===== src/rtl/ubc_params.svh =====
// Register offsets, field positions, reset values and timing constants
`ifndef UBC_PARAMS_SVH
`define UBC_PARAMS_SVH

// ==========================================================================
// Register word indexes (byte address bits 5:2 on Wishbone)
`define UBC_OFS_BDH        4'h0
`define UBC_OFS_BDL        4'h1
`define UBC_OFS_CTL1       4'h2
`define UBC_OFS_CTL2       4'h3
`define UBC_OFS_STAT       4'h4
`define UBC_OFS_DATA       4'h5
`define UBC_OFS_RSV6       4'h6
`define UBC_OFS_RSV7       4'h7
`define UBC_ADDR_LSB       2
`define UBC_ADDR_MSB       5

// ==========================================================================
// Reset values
`define UBC_BDH_RST        8'h00
`define UBC_BDL_RST        8'h04
`define UBC_CTL_RST        8'h00

// ==========================================================================
// High divisor, control one and control two field positions
`define UBC_BDH_BRK_IE     7
`define UBC_BDH_EDGE_IE    6
`define UBC_BDH_SBR_MSB    4
`define UBC_C1_LOOP        7
`define UBC_C1_FRZ         6
`define UBC_C1_SRC         5
`define UBC_C1_NINE        4
`define UBC_C1_ROUSE       3
`define UBC_C1_IDLE_STOP   2
`define UBC_C1_PAR_ON      1
`define UBC_C1_PAR_ODD     0
`define UBC_C2_TX_ON       3
`define UBC_C2_RX_ON       2

// ==========================================================================
// Status fields
`define UBC_ST_BRK         0
`define UBC_ST_EDGE        1
`define UBC_ST_GEN_RUN     2
`define UBC_ST_LOOP_ACT    3
`define UBC_ST_SINGLE      4
`define UBC_ST_RXPIN_GP    5

// ==========================================================================
// Baud generator
`define UBC_DIV_W          13
`define UBC_OVERSAMPLE     5'h10
`define UBC_DIV_ZERO       13'h0000
`define UBC_DIV_ONE        13'h0001

`endif


===== src/rtl/ubc_pkg.sv =====
// Types shared by the configuration block
package ubc_pkg;
  typedef logic [12:0] ubc_div_t;
  typedef enum logic [2:0] {
    UBC_RT_NORMAL = 3'b001,
    UBC_RT_LOOP   = 3'b010,
    UBC_RT_SINGLE = 3'b100
  } ubc_route_e;
endpackage


===== src/rtl/ubc_baud_gen.sv =====
// Modulo baud divider producing the 16x oversample tick and the bit tick
`timescale 1ns/100ps
`include "ubc_params.svh"

module ubc_baud_gen (
  // Clock and reset
  input  wire logic            clk,
  input  wire logic            nrst,
  // Control
  input  wire logic            run,
  input  ubc_pkg::ubc_div_t    divisor,
  // Ticks
  output logic                 os_tick,
  output logic                 bit_tick
);

  ubc_pkg::ubc_div_t cnt_q;
  logic [3:0]        os_q;

  // ==========================================================================
  // Divider: one tick every divisor clocks
  always_ff @(posedge clk or negedge nrst) begin
    if (!nrst) begin
      cnt_q   <= `UBC_DIV_ZERO;
      os_tick <= 1'b0;
    end else if (!run) begin
      cnt_q   <= `UBC_DIV_ZERO;   // Held at zero so a restart begins a fresh period
      os_tick <= 1'b0;
    end else if (cnt_q >= divisor - `UBC_DIV_ONE) begin
      cnt_q   <= `UBC_DIV_ZERO;
      os_tick <= 1'b1;
    end else begin
      cnt_q   <= cnt_q + `UBC_DIV_ONE;
      os_tick <= 1'b0;
    end
  end

  // ==========================================================================
  // Sixteen oversample ticks make one bit time
  always_ff @(posedge clk or negedge nrst) begin
    if (!nrst) begin
      os_q     <= 4'h0;
      bit_tick <= 1'b0;
    end else if (!run) begin
      os_q     <= 4'h0;
      bit_tick <= 1'b0;
    end else begin
      bit_tick <= 1'b0;
      if (os_tick) begin
        os_q <= os_q + 4'h1;
        if (os_q == 4'(`UBC_OVERSAMPLE - 5'h01))
          bit_tick <= 1'b1;
      end
    end
  end

endmodule // ubc_baud_gen


===== src/rtl/ubc_cfg.sv =====
// Baud divisor and first control register of the asynchronous serial unit
// How it works
// - Eight byte-wide registers: baud, options, status and data slots.
// - High divisor byte buffers; working divisor updates on low byte write.
// - Low byte resets non-zero; generator waits for first tx or rx enable.
// - Divisor zero stops the baud generator completely.
// - Break flag requests interrupt only when its enable bit is set.
// - Receive edge flag requests interrupt only when its enable bit set.
// - Loopback routes transmitter into receiver; receive pin unused.
// - Source bit ignored without loopback; zero means internal loop.
// - Loopback with source one: single wire on the output pin.
// - Freeze bit stops unit clocks while processor waits.
// - Character length bit chooses eight or nine data bits.
// - Rouse bit selects idle-line or address-mark wakeup.
// - Idle count starts after start bit or after stop bit.
// - Parity enable: generate and check, MSB is parity bit.
// - Odd select gives odd total ones, else even.
// - Transmitter drives output pin while tx_on, in single wire only while tx_dir_out, and after it drops until the frame in flight finishes.
// - Receive pin returns to port use when off or looped.
//
// Chosen here: register access over Wishbone and the address map.
`timescale 1ns/100ps
`include "ubc_params.svh"

module ubc_cfg (
  // Clock and reset
  input  wire logic        clk,
  input  wire logic        nrst,
  // Wishbone slave
  input  wire logic        wb_cyc_i,
  input  wire logic        wb_stb_i,
  input  wire logic        wb_we_i,
  input  wire logic [5:0]  wb_adr_i,
  input  wire logic [3:0]  wb_sel_i,
  input  wire logic [31:0] wb_dat_i,
  output logic      [31:0] wb_dat_o,
  output logic             wb_ack_o,
  // System
  input  wire logic        cpu_wait,
  // Serial pins
  input  wire logic        serial_in_pin,
  input  wire logic        serial_out_pin_i,
  output logic             serial_out_pin_o,
  output logic             serial_out_pin_oe,
  output logic             serial_in_gp,
  // Link to transmitter and receiver
  input  wire logic        tx_serial,
  input  wire logic        tx_busy,
  input  wire logic        tx_dir_out,
  input  wire logic        break_detect_flag,
  input  wire logic        rx_active_edge_flag,
  input  wire logic [7:0]  rx_data,
  output logic             rx_serial,
  output logic             tx_on,
  output logic             rx_on,
  output logic             unit_clk_en,
  output logic             os_tick,
  output logic             bit_tick,
  output logic             nine_bit_char,
  output logic             rouse_addr_mark,
  output logic             idle_count_after_stop,
  output logic             parity_on,
  output logic             parity_odd,
  output logic             break_irq,
  output logic             edge_irq,
  output logic [7:0]       tx_data,
  output logic             tx_data_wr
);

  // ==========================================================================
  // Registers and internal signals
  logic [7:0]         bdh_buf_q;
  logic [7:0]         bdh_work_q;
  logic [7:0]         bdl_q;
  logic [7:0]         ctl1_q;
  logic [7:0]         ctl2_q;
  logic               gen_armed_q;
  logic               rxpin_s1_q;
  logic               rxpin_s2_q;
  logic               txpin_s1_q;
  logic               txpin_s2_q;
  logic               tx_hold_q;
  logic               drive_en;
  logic               access;
  logic               wr_en;
  logic [3:0]         word;
  logic [7:0]         rdata;
  logic [7:0]         status;
  logic               gen_run;
  logic               os_raw;
  logic               bit_raw;
  ubc_pkg::ubc_div_t  divisor;
  ubc_pkg::ubc_route_e route;

  // ==========================================================================
  // Helpers
  function automatic logic sel_hit(input logic [3:0] s, input logic w);
    sel_hit = w & s[0];
  endfunction

  // One write strobe per register slot
  function automatic logic wr_hit(input logic en, input logic [3:0] w,
                                  input logic [3:0] ofs);
    wr_hit = en & (w == ofs);
  endfunction

  function automatic ubc_pkg::ubc_route_e route_of(input logic [7:0] c1);
    if (!c1[`UBC_C1_LOOP])
      route_of = ubc_pkg::UBC_RT_NORMAL;
    else if (c1[`UBC_C1_SRC])
      route_of = ubc_pkg::UBC_RT_SINGLE;
    else
      route_of = ubc_pkg::UBC_RT_LOOP;
  endfunction

  // ==========================================================================
  // Bus decode: single-cycle classic handshake, ack one cycle after request
  // Ack masks the request, so a strobe held high is not taken twice in a row
  assign access = wb_cyc_i & wb_stb_i & ~wb_ack_o;
  assign word   = wb_adr_i[`UBC_ADDR_MSB:`UBC_ADDR_LSB];
  assign wr_en  = access & sel_hit(wb_sel_i, wb_we_i);

  always_ff @(posedge clk or negedge nrst) begin
    if (!nrst)
      wb_ack_o <= 1'b0;
    else
      wb_ack_o <= access;
  end

  // ==========================================================================
  // Baud divisor: high byte buffered until low byte write
  always_ff @(posedge clk or negedge nrst) begin
    if (!nrst)
      bdh_buf_q <= `UBC_BDH_RST;
    else if (wr_hit(wr_en, word, `UBC_OFS_BDH))
      bdh_buf_q <= wb_dat_i[7:0];
  end

  // Both halves change on the same edge, so the divider never runs on a
  // mix of an old high half and a new low half
  always_ff @(posedge clk or negedge nrst) begin
    if (!nrst) begin
      bdh_work_q <= `UBC_BDH_RST;
      bdl_q      <= `UBC_BDL_RST;
    end else if (wr_hit(wr_en, word, `UBC_OFS_BDL)) begin
      bdl_q      <= wb_dat_i[7:0];
      bdh_work_q <= bdh_buf_q;
    end
  end

  assign divisor = {bdh_work_q[`UBC_BDH_SBR_MSB:0], bdl_q};

  // ==========================================================================
  // Control registers
  always_ff @(posedge clk or negedge nrst) begin
    if (!nrst)
      ctl1_q <= `UBC_CTL_RST;
    else if (wr_hit(wr_en, word, `UBC_OFS_CTL1))
      ctl1_q <= wb_dat_i[7:0];
  end

  // Only the two enables act here; the other bits are kept for software
  always_ff @(posedge clk or negedge nrst) begin
    if (!nrst)
      ctl2_q <= `UBC_CTL_RST;
    else if (wr_hit(wr_en, word, `UBC_OFS_CTL2))
      ctl2_q <= wb_dat_i[7:0];
  end

  // Generator stays idle after reset until an enable is first written to one
  always_ff @(posedge clk or negedge nrst) begin
    if (!nrst)
      gen_armed_q <= 1'b0;
    else if (wr_hit(wr_en, word, `UBC_OFS_CTL2) &&
             (wb_dat_i[`UBC_C2_TX_ON] || wb_dat_i[`UBC_C2_RX_ON]))
      gen_armed_q <= 1'b1;
  end

  assign gen_run = gen_armed_q & (divisor != `UBC_DIV_ZERO)
                 & ~(cpu_wait & ctl1_q[`UBC_C1_FRZ]);

  ubc_baud_gen u_baud (
    .clk      (clk),
    .nrst     (nrst),
    .run      (gen_run),
    .divisor  (divisor),
    .os_tick  (os_raw),
    .bit_tick (bit_raw)
  );

  // ==========================================================================
  // Pin synchronisers
  always_ff @(posedge clk or negedge nrst) begin
    if (!nrst) begin
      rxpin_s1_q <= 1'b1;
      rxpin_s2_q <= 1'b1;
      txpin_s1_q <= 1'b1;
      txpin_s2_q <= 1'b1;
    end else begin
      rxpin_s1_q <= serial_in_pin;
      rxpin_s2_q <= rxpin_s1_q;
      txpin_s1_q <= serial_out_pin_i;
      txpin_s2_q <= txpin_s1_q;
    end
  end

  assign route = route_of(ctl1_q);

  // Pin keeps driving until a frame in flight finishes after tx_on drops
  always_ff @(posedge clk or negedge nrst) begin
    if (!nrst)
      tx_hold_q <= 1'b0;
    else
      tx_hold_q <= ctl2_q[`UBC_C2_TX_ON] | tx_busy;
  end

  // ==========================================================================
  // Routing outputs, all registered
  // In single-wire receive the pin is released, and its data copy rests high too
  assign drive_en = tx_hold_q & ((route != ubc_pkg::UBC_RT_SINGLE) | tx_dir_out);

  always_ff @(posedge clk or negedge nrst) begin
    if (!nrst)
      serial_out_pin_o <= 1'b1;
    else
      serial_out_pin_o <= drive_en ? tx_serial : 1'b1;
  end

  // Receive pin goes back to the port whenever the receiver cannot use it
  always_ff @(posedge clk or negedge nrst) begin
    if (!nrst)
      serial_in_gp <= 1'b1;
    else
      serial_in_gp <= ~ctl2_q[`UBC_C2_RX_ON] | ctl1_q[`UBC_C1_LOOP];
  end

  always_ff @(posedge clk or negedge nrst) begin
    if (!nrst) begin
      rx_serial         <= 1'b1;
      serial_out_pin_oe <= 1'b0;
    end else begin
      unique case (route)
        ubc_pkg::UBC_RT_NORMAL: begin
          rx_serial         <= rxpin_s2_q;
          serial_out_pin_oe <= tx_hold_q;
        end
        ubc_pkg::UBC_RT_LOOP: begin
          rx_serial         <= tx_serial;
          serial_out_pin_oe <= tx_hold_q;
        end
        ubc_pkg::UBC_RT_SINGLE: begin
          rx_serial         <= tx_hold_q && tx_dir_out ? tx_serial : txpin_s2_q;
          serial_out_pin_oe <= tx_hold_q & tx_dir_out;
        end
      endcase
    end
  end

  // ==========================================================================
  // Configuration and tick outputs toward the shift machinery
  always_ff @(posedge clk or negedge nrst) begin
    if (!nrst) begin
      tx_on                 <= 1'b0;
      rx_on                 <= 1'b0;
      unit_clk_en           <= 1'b1;
      os_tick               <= 1'b0;
      bit_tick              <= 1'b0;
      nine_bit_char         <= 1'b0;
      rouse_addr_mark       <= 1'b0;
      idle_count_after_stop <= 1'b0;
      parity_on             <= 1'b0;
      parity_odd            <= 1'b0;
    end else begin
      tx_on                 <= ctl2_q[`UBC_C2_TX_ON];
      rx_on                 <= ctl2_q[`UBC_C2_RX_ON];
      unit_clk_en           <= ~(cpu_wait & ctl1_q[`UBC_C1_FRZ]);
      os_tick               <= os_raw;
      bit_tick              <= bit_raw;
      nine_bit_char         <= ctl1_q[`UBC_C1_NINE];
      rouse_addr_mark       <= ctl1_q[`UBC_C1_ROUSE];
      idle_count_after_stop <= ctl1_q[`UBC_C1_IDLE_STOP];
      parity_on             <= ctl1_q[`UBC_C1_PAR_ON];
      parity_odd            <= ctl1_q[`UBC_C1_PAR_ON]
                             & ctl1_q[`UBC_C1_PAR_ODD];
    end
  end

  // ==========================================================================
  // Interrupt gating of flags owned by the receiver
  always_ff @(posedge clk or negedge nrst) begin
    if (!nrst) begin
      break_irq <= 1'b0;
      edge_irq  <= 1'b0;
    end else begin
      break_irq <= break_detect_flag & bdh_work_q[`UBC_BDH_BRK_IE];
      edge_irq  <= rx_active_edge_flag & bdh_work_q[`UBC_BDH_EDGE_IE];
    end
  end

  // ==========================================================================
  // Data slot: a write passes the byte on with a one-cycle strobe
  always_ff @(posedge clk or negedge nrst) begin
    if (!nrst) begin
      tx_data    <= 8'h00;
      tx_data_wr <= 1'b0;
    end else begin
      tx_data_wr <= wr_hit(wr_en, word, `UBC_OFS_DATA);
      if (wr_hit(wr_en, word, `UBC_OFS_DATA))
        tx_data <= wb_dat_i[7:0];
    end
  end

  // ==========================================================================
  // Read path
  always_comb begin
    status = 8'h00;
    status[`UBC_ST_BRK]      = break_detect_flag;
    status[`UBC_ST_EDGE]     = rx_active_edge_flag;
    status[`UBC_ST_GEN_RUN]  = gen_run;
    status[`UBC_ST_LOOP_ACT] = ctl1_q[`UBC_C1_LOOP];
    status[`UBC_ST_SINGLE]   = route == ubc_pkg::UBC_RT_SINGLE;
    status[`UBC_ST_RXPIN_GP] = serial_in_gp;
  end

  always_comb begin
    unique case (word)
      `UBC_OFS_BDH:  rdata = bdh_work_q;
      `UBC_OFS_BDL:  rdata = bdl_q;
      `UBC_OFS_CTL1: rdata = ctl1_q;
      `UBC_OFS_CTL2: rdata = ctl2_q;
      `UBC_OFS_STAT: rdata = status;
      `UBC_OFS_DATA: rdata = rx_data;
      default:       rdata = 8'h00;
    endcase
  end

  always_ff @(posedge clk or negedge nrst) begin
    if (!nrst)
      wb_dat_o <= 32'h0000_0000;
    else if (access && !wb_we_i)
      wb_dat_o <= {24'h00_0000, rdata};
  end

endmodule // ubc_cfg


===== config.mk =====
export PLATFORM = sky130hd
export DESIGN_NAME = ubc_cfg
export DESIGN_NICKNAME = d
export VERILOG_FILES = /design/src/rtl/ubc_pkg.sv /design/src/rtl/ubc_baud_gen.sv /design/src/rtl/ubc_cfg.sv
export VERILOG_INCLUDE_DIRS = /design/src /design/src/rtl
export SDC_FILE = /design/constraint.sdc
export NUM_CORES = 1
export LEC_CHECK = 0
export ABC_CLOCK_PERIOD_IN_PS = 4400
export BUFFER_PORTS_ARGS = -buffer_cell sky130_fd_sc_hd__buf_2
export CAP_MARGIN = 20
export CORE_UTILIZATION = 40
export DETAILED_ROUTE_END_ITERATION = 16
export MAX_ROUTING_LAYER = met4
export SYNTH_ARGS = -nofsm -noshare
export SYNTH_HDL_FRONTEND = slang
export SYNTH_SLANG_ARGS = --single-unit

===== constraint.sdc =====
create_clock -name clk -period 4.4 [get_ports clk]
set_input_delay 1.32 -clock clk [delete_from_list [all_inputs] [get_ports clk]]
set_output_delay 1.32 -clock clk [all_outputs]
set_load 0.005 [all_outputs]

Yosys cells after proc, flatten, opt, wreduce, memory -nomap -nowiden
Cells that the tools add are included.

Flip-flop bits (word level): 99. Input port bits: 63. Output and inout port bits: 58. Word-level logic and storage cells: 97.

Equality and inequality tests: 11. Bitwise gates (word level): 23. $add $sub $neg: 3. Mux-type cells: 16. Magnitude comparators: 1. Reduce and logical (&&, ||, !) cells: 8.

Operators by type and width (number): one-hot mux 8 bit (6 select lines) (1); two-way mux 13 bit (2); AND 1 bit (17); adder 13 x 1 -> 13 bit (second input constant) (1); >= comparator 13 bit (1); nonzero test 13 bit (1); subtractor 13 x 1 -> 13 bit (second input constant) (1); == test 4 x 2 -> 1 bit (second input constant) (2); == test 4 x 3 -> 1 bit (second input constant) (2); two-way mux 4 bit (2); two-way mux 1 bit (7); two-way mux 3 bit (2); adder 4 x 1 -> 4 bit (second input constant) (1); == test 4 x 1 -> 1 bit (second input constant) (1); == test 4 bit (second input constant) (1); zero test 4 bit (1); == test 3 x 1 -> 1 bit (second input constant) (1); == test 3 x 2 -> 1 bit (second input constant) (1); == test 3 bit (second input constant) (1); logical AND 1 bit (3); != test 3 bit (second input constant) (1); NOT 1 bit (3); OR 1 bit (3); one-hot mux 1 bit (3 select lines) (1); 5 further kinds (5).

Logic depth before layout (Yosys ltp)
Depth after elaboration: 6. Depth in mapped cells: 11. Gate-level depth less buffers: 10.

Hierarchy
A second synthesis with hierarchy kept.

Cells, all modules: 414. Area total of the unflattened synthesis: 4923.5 um2.

By module, submodules not included: ubc_cfg (area each 3530.9 um2, times used 1, sequential area each 2013.2 um2, cells an instance 270); ubc_baud_gen (area each 1392.6 um2, times used 1, sequential area each 475.5 um2, cells an instance 144).

Least setup slack after synthesis
Ideal clock, no wire load.

Path kind: flip-flop to flip-flop. Start: register bdl_q[3]. End: register u_baud.os_tick. Setup time: 64 ps. Data arrival time: 3352 ps. Path buffers: 2. Period minus slack after synthesis: 3415 ps. Cell stages (with the launch flop): 12. Data required time: 4336 ps. Slack: 985 ps. Path through: dfrtp_1 > or4_4 > or3_1 > buf_6 > or4_4 > xor2_1 > ha_1 > and4_1 > nand3_1 > o221ai_1 > clkbuf_1 > o21ba_2.

Cells in the longest elaborated chain, start to end: 4. Elaborated cells on any way between the ends: 7. Those cells by class: add/sub: 1; order compare: 1; mux: 2; bitwise: 2; reduce/logical: 1.

RTL lines: from (decl) (line ubc_cfg.sv:74) `logic [7:0] bdl_q;`; from (signal assigned) (line ubc_cfg.sv:144) `` bdl_q <= `UBC_BDL_RST; ``; from (signal assigned) (line ubc_cfg.sv:146) `bdl_q <= wb_dat_i[7:0];`; subtractor 13 x 1 -> 13 bit (no source line) or nonzero test 13 bit (tied branches); >= comparator 13 bit (no source line) or AND 1 bit (tied branches); two-way mux 1 bit or AND 1 bit (tied branches) (line ubc_baud_gen.sv:29, ubc_cfg.sv:179); two-way mux 1 bit * (line ubc_baud_gen.sv:26) `end else if (!run) begin`; to (signal assigned) (line ubc_baud_gen.sv:25) `os_tick <= 1'b0;`; to (signal assigned) (line ubc_baud_gen.sv:28) `os_tick <= 1'b0;`; to (signal assigned) (line ubc_baud_gen.sv:31) `os_tick <= 1'b1;`; to (decl) (line ubc_baud_gen.sv:13) `output logic os_tick,`.

Every way passes the cells marked *; elsewhere a longest branch is shown, timed or not. A chain may end at the register's enable or synchronous reset.

Worst setup path in the final report
Start: register bdl_q[3]. End: register u_baud.cnt_q[0].

Cells in the longest elaborated chain, start to end: 4. Elaborated cells on any way between the ends: 7. Those cells by class: add/sub: 1; order compare: 1; mux: 2; bitwise: 2; reduce/logical: 1.

RTL lines: subtractor 13 x 1 -> 13 bit (no source line) or nonzero test 13 bit (tied branches); >= comparator 13 bit (no source line) or AND 1 bit (tied branches); two-way mux 13 bit or AND 1 bit (tied branches) (line ubc_baud_gen.sv:29, ubc_cfg.sv:179); two-way mux 13 bit * (line ubc_baud_gen.sv:26); to (signal assigned) (line ubc_baud_gen.sv:27) `` cnt_q <= `UBC_DIV_ZERO; ``; to (signal assigned) (line ubc_baud_gen.sv:30) `` cnt_q <= `UBC_DIV_ZERO; ``; to (signal assigned) (line ubc_baud_gen.sv:33) `` cnt_q <= cnt_q + `UBC_DIV_ONE; ``; to (decl) (line ubc_baud_gen.sv:17) `ubc_pkg::ubc_div_t cnt_q;`.

Marks and branches as above.

==> summary.txt <==
Outcome
  – Status: complete, but fails checks
  – Failing checks: DRC

Worst setup path
  – CP Capture Type: flip-flop
  – Crit path from: bdl_q[3]
  – Critical Path AT: just under 4 ns
  – R2R Path End: u_baud.cnt_q[0]
  – Worst Path Required: 4.59 ns
  – Worst setup endpoint: u_baud.cnt_q[0]
  – Most frequent CP cell: or4_4
  – CP max stage delay: around 0.57 ns
  – CP max FO: 9
  – Cells on worst reg2reg path: 10
  – Slowest cell on the critical path: or4_4
  – Worst r2r src: bdl_q[3]
  – CP delay by family, top: simple AND/OR/NAND/NOR gates
  – Worst setup SP type: flip-flop
  – WP depth: 10
  – Worst Path Buf+Inv: 1
  – R2r setup slk: 0.62 ns
  – Crit Path Category: reg -> reg
  – CP cell instances: or4_4, or3_1, or4_4, xor2_1, ha_1, and4_1, nand3_1, o221ai_1, buf_4, nor4_1

Power
  – Sw Share: 0.256
  – Lkg Pwr: 0.00275 uW
  – Clk pwr share: 0.395
  – Pwr dens: 369 mW/mm^2
  – Seq pwr share: 0.482
  – Worst IR Drop VDD: between 0.2 and 0.25 mV
  – P_int: 1520 uW
  – Switching power total: ~520 uW
  – Comb power frac: 0.123

STA
  – Max-slew headroom: 0.405
  – Worst clock skew: 0.00667 ns
  – RSZ-0062 raised after global routing: no
  – Slew Limit Fails: 0
  – Part of the cycle the worst path needs: 0.860
  – Final hold violation count: 0
  – Slew at the pin closest to its max-slew limit: around 0.89 ns
  – Final setup fails: 0
  – Max Clock Freq: approximately 260 MHz
  – Minimum clock period: about 3.8 ns
  – Final TNS setup: 0 ns

Routing
  – Initial drt markers: 179
  – Vias per cell: between 5 and 6
  – Pre-antenna DRT Iters: 10
  – Total Wirelength: 10.4 mm
  – Remaining antenna violation count after routing: 0
  – DR vias: between 3,000 and 4,000
  – DRC violations left: 11
  – Avg WL per Cell: 17.1 um

Die
  – Die area: 0.0125 mm^2
  – Core region area: 0.0116 mm^2
  – Starting Density: 0.417
  – Num rows: 39
  – Die H: 112 um
  – # IOs: roughly 120
  – Die W: 112 um

Global routing
  – Initial antenna violation count: 0
  – Largest net degree at the start of global routing: 70
  – First-pass GRT wire length: 17.0 mm
  – Remaining global-route overflow: 0
  – Gr usage total: 0.185
  – Vias in the first global route: 3,136

Job
  – Max Cap Viol: 0

Place
  – # port buffers: 67
  – Hpwl dp: 7.61 mm
  – Placer Congestion: 0.801

Finish
  – P&R area growth vs syn: 14.9%
  – Share of cells above drive strength 1: 0.341
  – # diodes: 0
  – Nets: 539
  – Fin util: 0.479

Synthesis
  – Most used flip-flop cell after synthesis: dfrtp_1
  – Post-Syn Area: between 0.004 and 0.005 mm^2
  – Sequential share of the synthesized area: 0.516
  – Post-synthesis async set-or-reset flop share: 1.00
  – Synth warnings: 0
  – Average cell area after synthesis: 12.4 um^2
  – #FFs+latches synth: 99
  – Post-synth EDFFs: 0
  – Post-Synthesis Cells: a little under 400
  – Distinct cells, synth: 59

Clock network
  – H-tree levels: 3
  – Sink Count: 99
  – Hold_buf cts: 0
  – CTS Buf Count: 9
  – TritonCTS clock tree: yes
  – Clk slew on worst S/H paths: 0.07 ns
  – Post CTS Setup Buffer Count: 0
  – Clock root buffer: clkbuf_16
  – Clock Latency Late Sink: 0.35 ns
  – Maximum clock insertion buffer count: 2
  – Cts repair resizes: 0

Worst hold path
  – HP Class: reg -> reg
## synth_stat cells, types with 2 or more instances
cell,count,share of area
inv_1,8,0.0062
a21oi_1,7,0.0073
ha_1,17,0.044
and2_1,5,0.0065
a22o_1,6,0.011
nor2_1,13,0.010
nor4_1,19,0.025
nand3_1,8,0.0083
o21a_1,2,0.0031
a2bb2oi_1,2,0.0036
nand2_1,16,0.012
mux2_2,49,0.11
buf_1,2,0.0016
nand2b_1,2,0.0026
mux4_2,3,0.014
dfstp_2,9,0.049
or3_1,3,0.0039
nor3_1,5,0.0052
mux2i_1,12,0.025
nor3b_1,2,0.0031
and4_1,2,0.0036
xnor2_1,18,0.033
nand3b_1,2,0.0031
o21ai_0,7,0.0073
or4_4,2,0.0047
dfrtp_1,90,0.47
nand4_1,3,0.0039
buf_4,25,0.039
clkbuf_1,7,0.0055
o22ai_1,2,0.0026
xor2_1,7,0.013
buf_2,2,0.0021
a31oi_1,2,0.0026
a21o_1,3,0.0047
or2_2,2,0.0026
and3_1,3,0.0039
## how the worst min path moves through the flow
stage | startpoint | to | slack, ns | depth (start not counted)
2_1_floorplan | u_baud.bit_tick | bit_tick | 0.33 | 0
3_3_place_gp | u_baud.bit_tick | bit_tick | 0.34 | 0
3_5_place_dp | u_baud.bit_tick | bit_tick | 0.35 | 0
4_1_cts | u_baud.bit_tick | bit_tick | 0.36 | 0
5_1_grt | u_baud.bit_tick | bit_tick | 0.36 | 0
6_report | u_baud.bit_tick | bit_tick | 0.35 | 0
## power groups by stage
stage | Sequential, uW | Combinational [uW] | Clock [uW]
2_1_floorplan | 995 | 184 | 0
3_5_place_dp | 1000 | 255 | 0
6_report | 985 | 252 | 807
3_3_place_gp | 1000 | 245 | 0
5_1_grt | 991 | 285 | 863
4_1_cts | 985 | 255 | 825
## flip-flops by register name (all words and copies together), names as in the netlist, 4 cells and up
register / cells
bdh_work_q: 8
ctl1_q: 8
bdh_buf_q: 8
wb_dat_o: 8
ctl2_q: 8
u_baud.cnt_q: 13
tx_data: 8
bdl_q: 8
u_baud.os_q: 4
## placed cells by master, fill, tap and decap left out, types with 2 or more instances in the layout
| cell | count |
|---|---|
| a2bb2oi_1 | 2 |
| buf_2 | 66 |
| o22ai_1 | 2 |
| a21oi_1 | 7 |
| conb_1 | 24 |
| o21a_1 | 2 |
| nor4_1 | 19 |
| mux2i_1 | 12 |
| nor2_1 | 13 |
| a31oi_1 | 2 |
| or3_1 | 3 |
| xnor2_1 | 18 |
| inv_1 | 8 |
| mux4_2 | 3 |
| nand2b_1 | 2 |
| xor2_1 | 7 |
| inv_6 | 2 |
| and4_1 | 2 |
| and3_1 | 3 |
| or2_2 | 2 |
| clkbuf_16 | 9 |
| o21ai_0 | 7 |
| dfstp_2 | 9 |
| and2_1 | 5 |
| nor3b_1 | 2 |
| a22o_1 | 6 |
| nor3_1 | 5 |
| nand2_1 | 16 |
| buf_4 | 5 |
| nand3_1 | 8 |
| dfrtp_1 | 90 |
| mux2_2 | 49 |
| nand4_1 | 3 |
| a21o_1 | 3 |
| nand3b_1 | 2 |
| or4_4 | 2 |
| ha_1 | 17 |
## area by class of cell
| cell class | count | area (um^2) |
|---|---|---|
| fillers | 1054 | 6030 |
| clock buffers | 10 | 229 |
| inverters | 8 | 30.0 |
| multi-input cells | 269 | 2140 |
| repair buffers | 72 | 395 |
| clock inverters | 6 | 71.3 |
| well taps | 143 | 179 |
| flip-flops and latches | 99 | 2490 |
## routing by layer
metal / track usage / vias up / wire length (um)
li1: - / 1509 / -
met3: 0.0397 / 17 / 436
met5: - / - / 0
met2: 0.262 / 88 / 4780
met1: 0.256 / 1620 / 4940
met4: 0.0757 / 0 / 237
## worst reg2reg max path: stages (launching register included)
cell	delay, ns
dfrtp_1	0.46
or4_4	0.57
or3_1	0.44
or4_4	0.52
xor2_1	0.17
ha_1	0.30
and4_1	0.24
nand3_1	0.09
o221ai_1	0.49
buf_4	0.29
nor4_1	0.08
## per-stage QoR
| step | hold WS [ns] | area [um^2] | worst slack [ns] | total power, uW | instances |
|---|---|---|---|---|---|
| 6_report | 0.353 | 5540 | 0.617 | 2040 | 607 |
| 2_1_floorplan | 0.331 | 4900 | 0.985 | 1180 | 413 |
| 3_5_place_dp | 0.346 | 5230 | 0.383 | 1260 | 590 |
| 3_3_place_gp | 0.336 | 5200 | 0.482 | 1250 | 589 |
| 4_1_cts | 0.357 | 5530 | 0.373 | 2070 | 606 |
| 5_1_grt | 0.364 | 5540 | 0.385 | 2140 | 607 |
## kinds of logic (layout without fill, tap and decap cells)
| kind of cell | after synthesis | count (layout) | share of synthesized area |
|---|---|---|---|
| DFF | 99 | 99 | 0.516 |
| other | 1 | 24 | 0.000778 |
| adders and majority gates | 17 | 17 | 0.0441 |
| muxes | 65 | 65 | 0.159 |
| AOI/OAI and AO/OA | 41 | 41 | 0.0602 |
| and+or+nand+nor | 97 | 97 | 0.117 |
| buffers and inverters | 45 | 96 | 0.0566 |
| xor gates and xnor gates | 25 | 25 | 0.0454 |
Note: power is estimated with default switching activity, not from simulation.
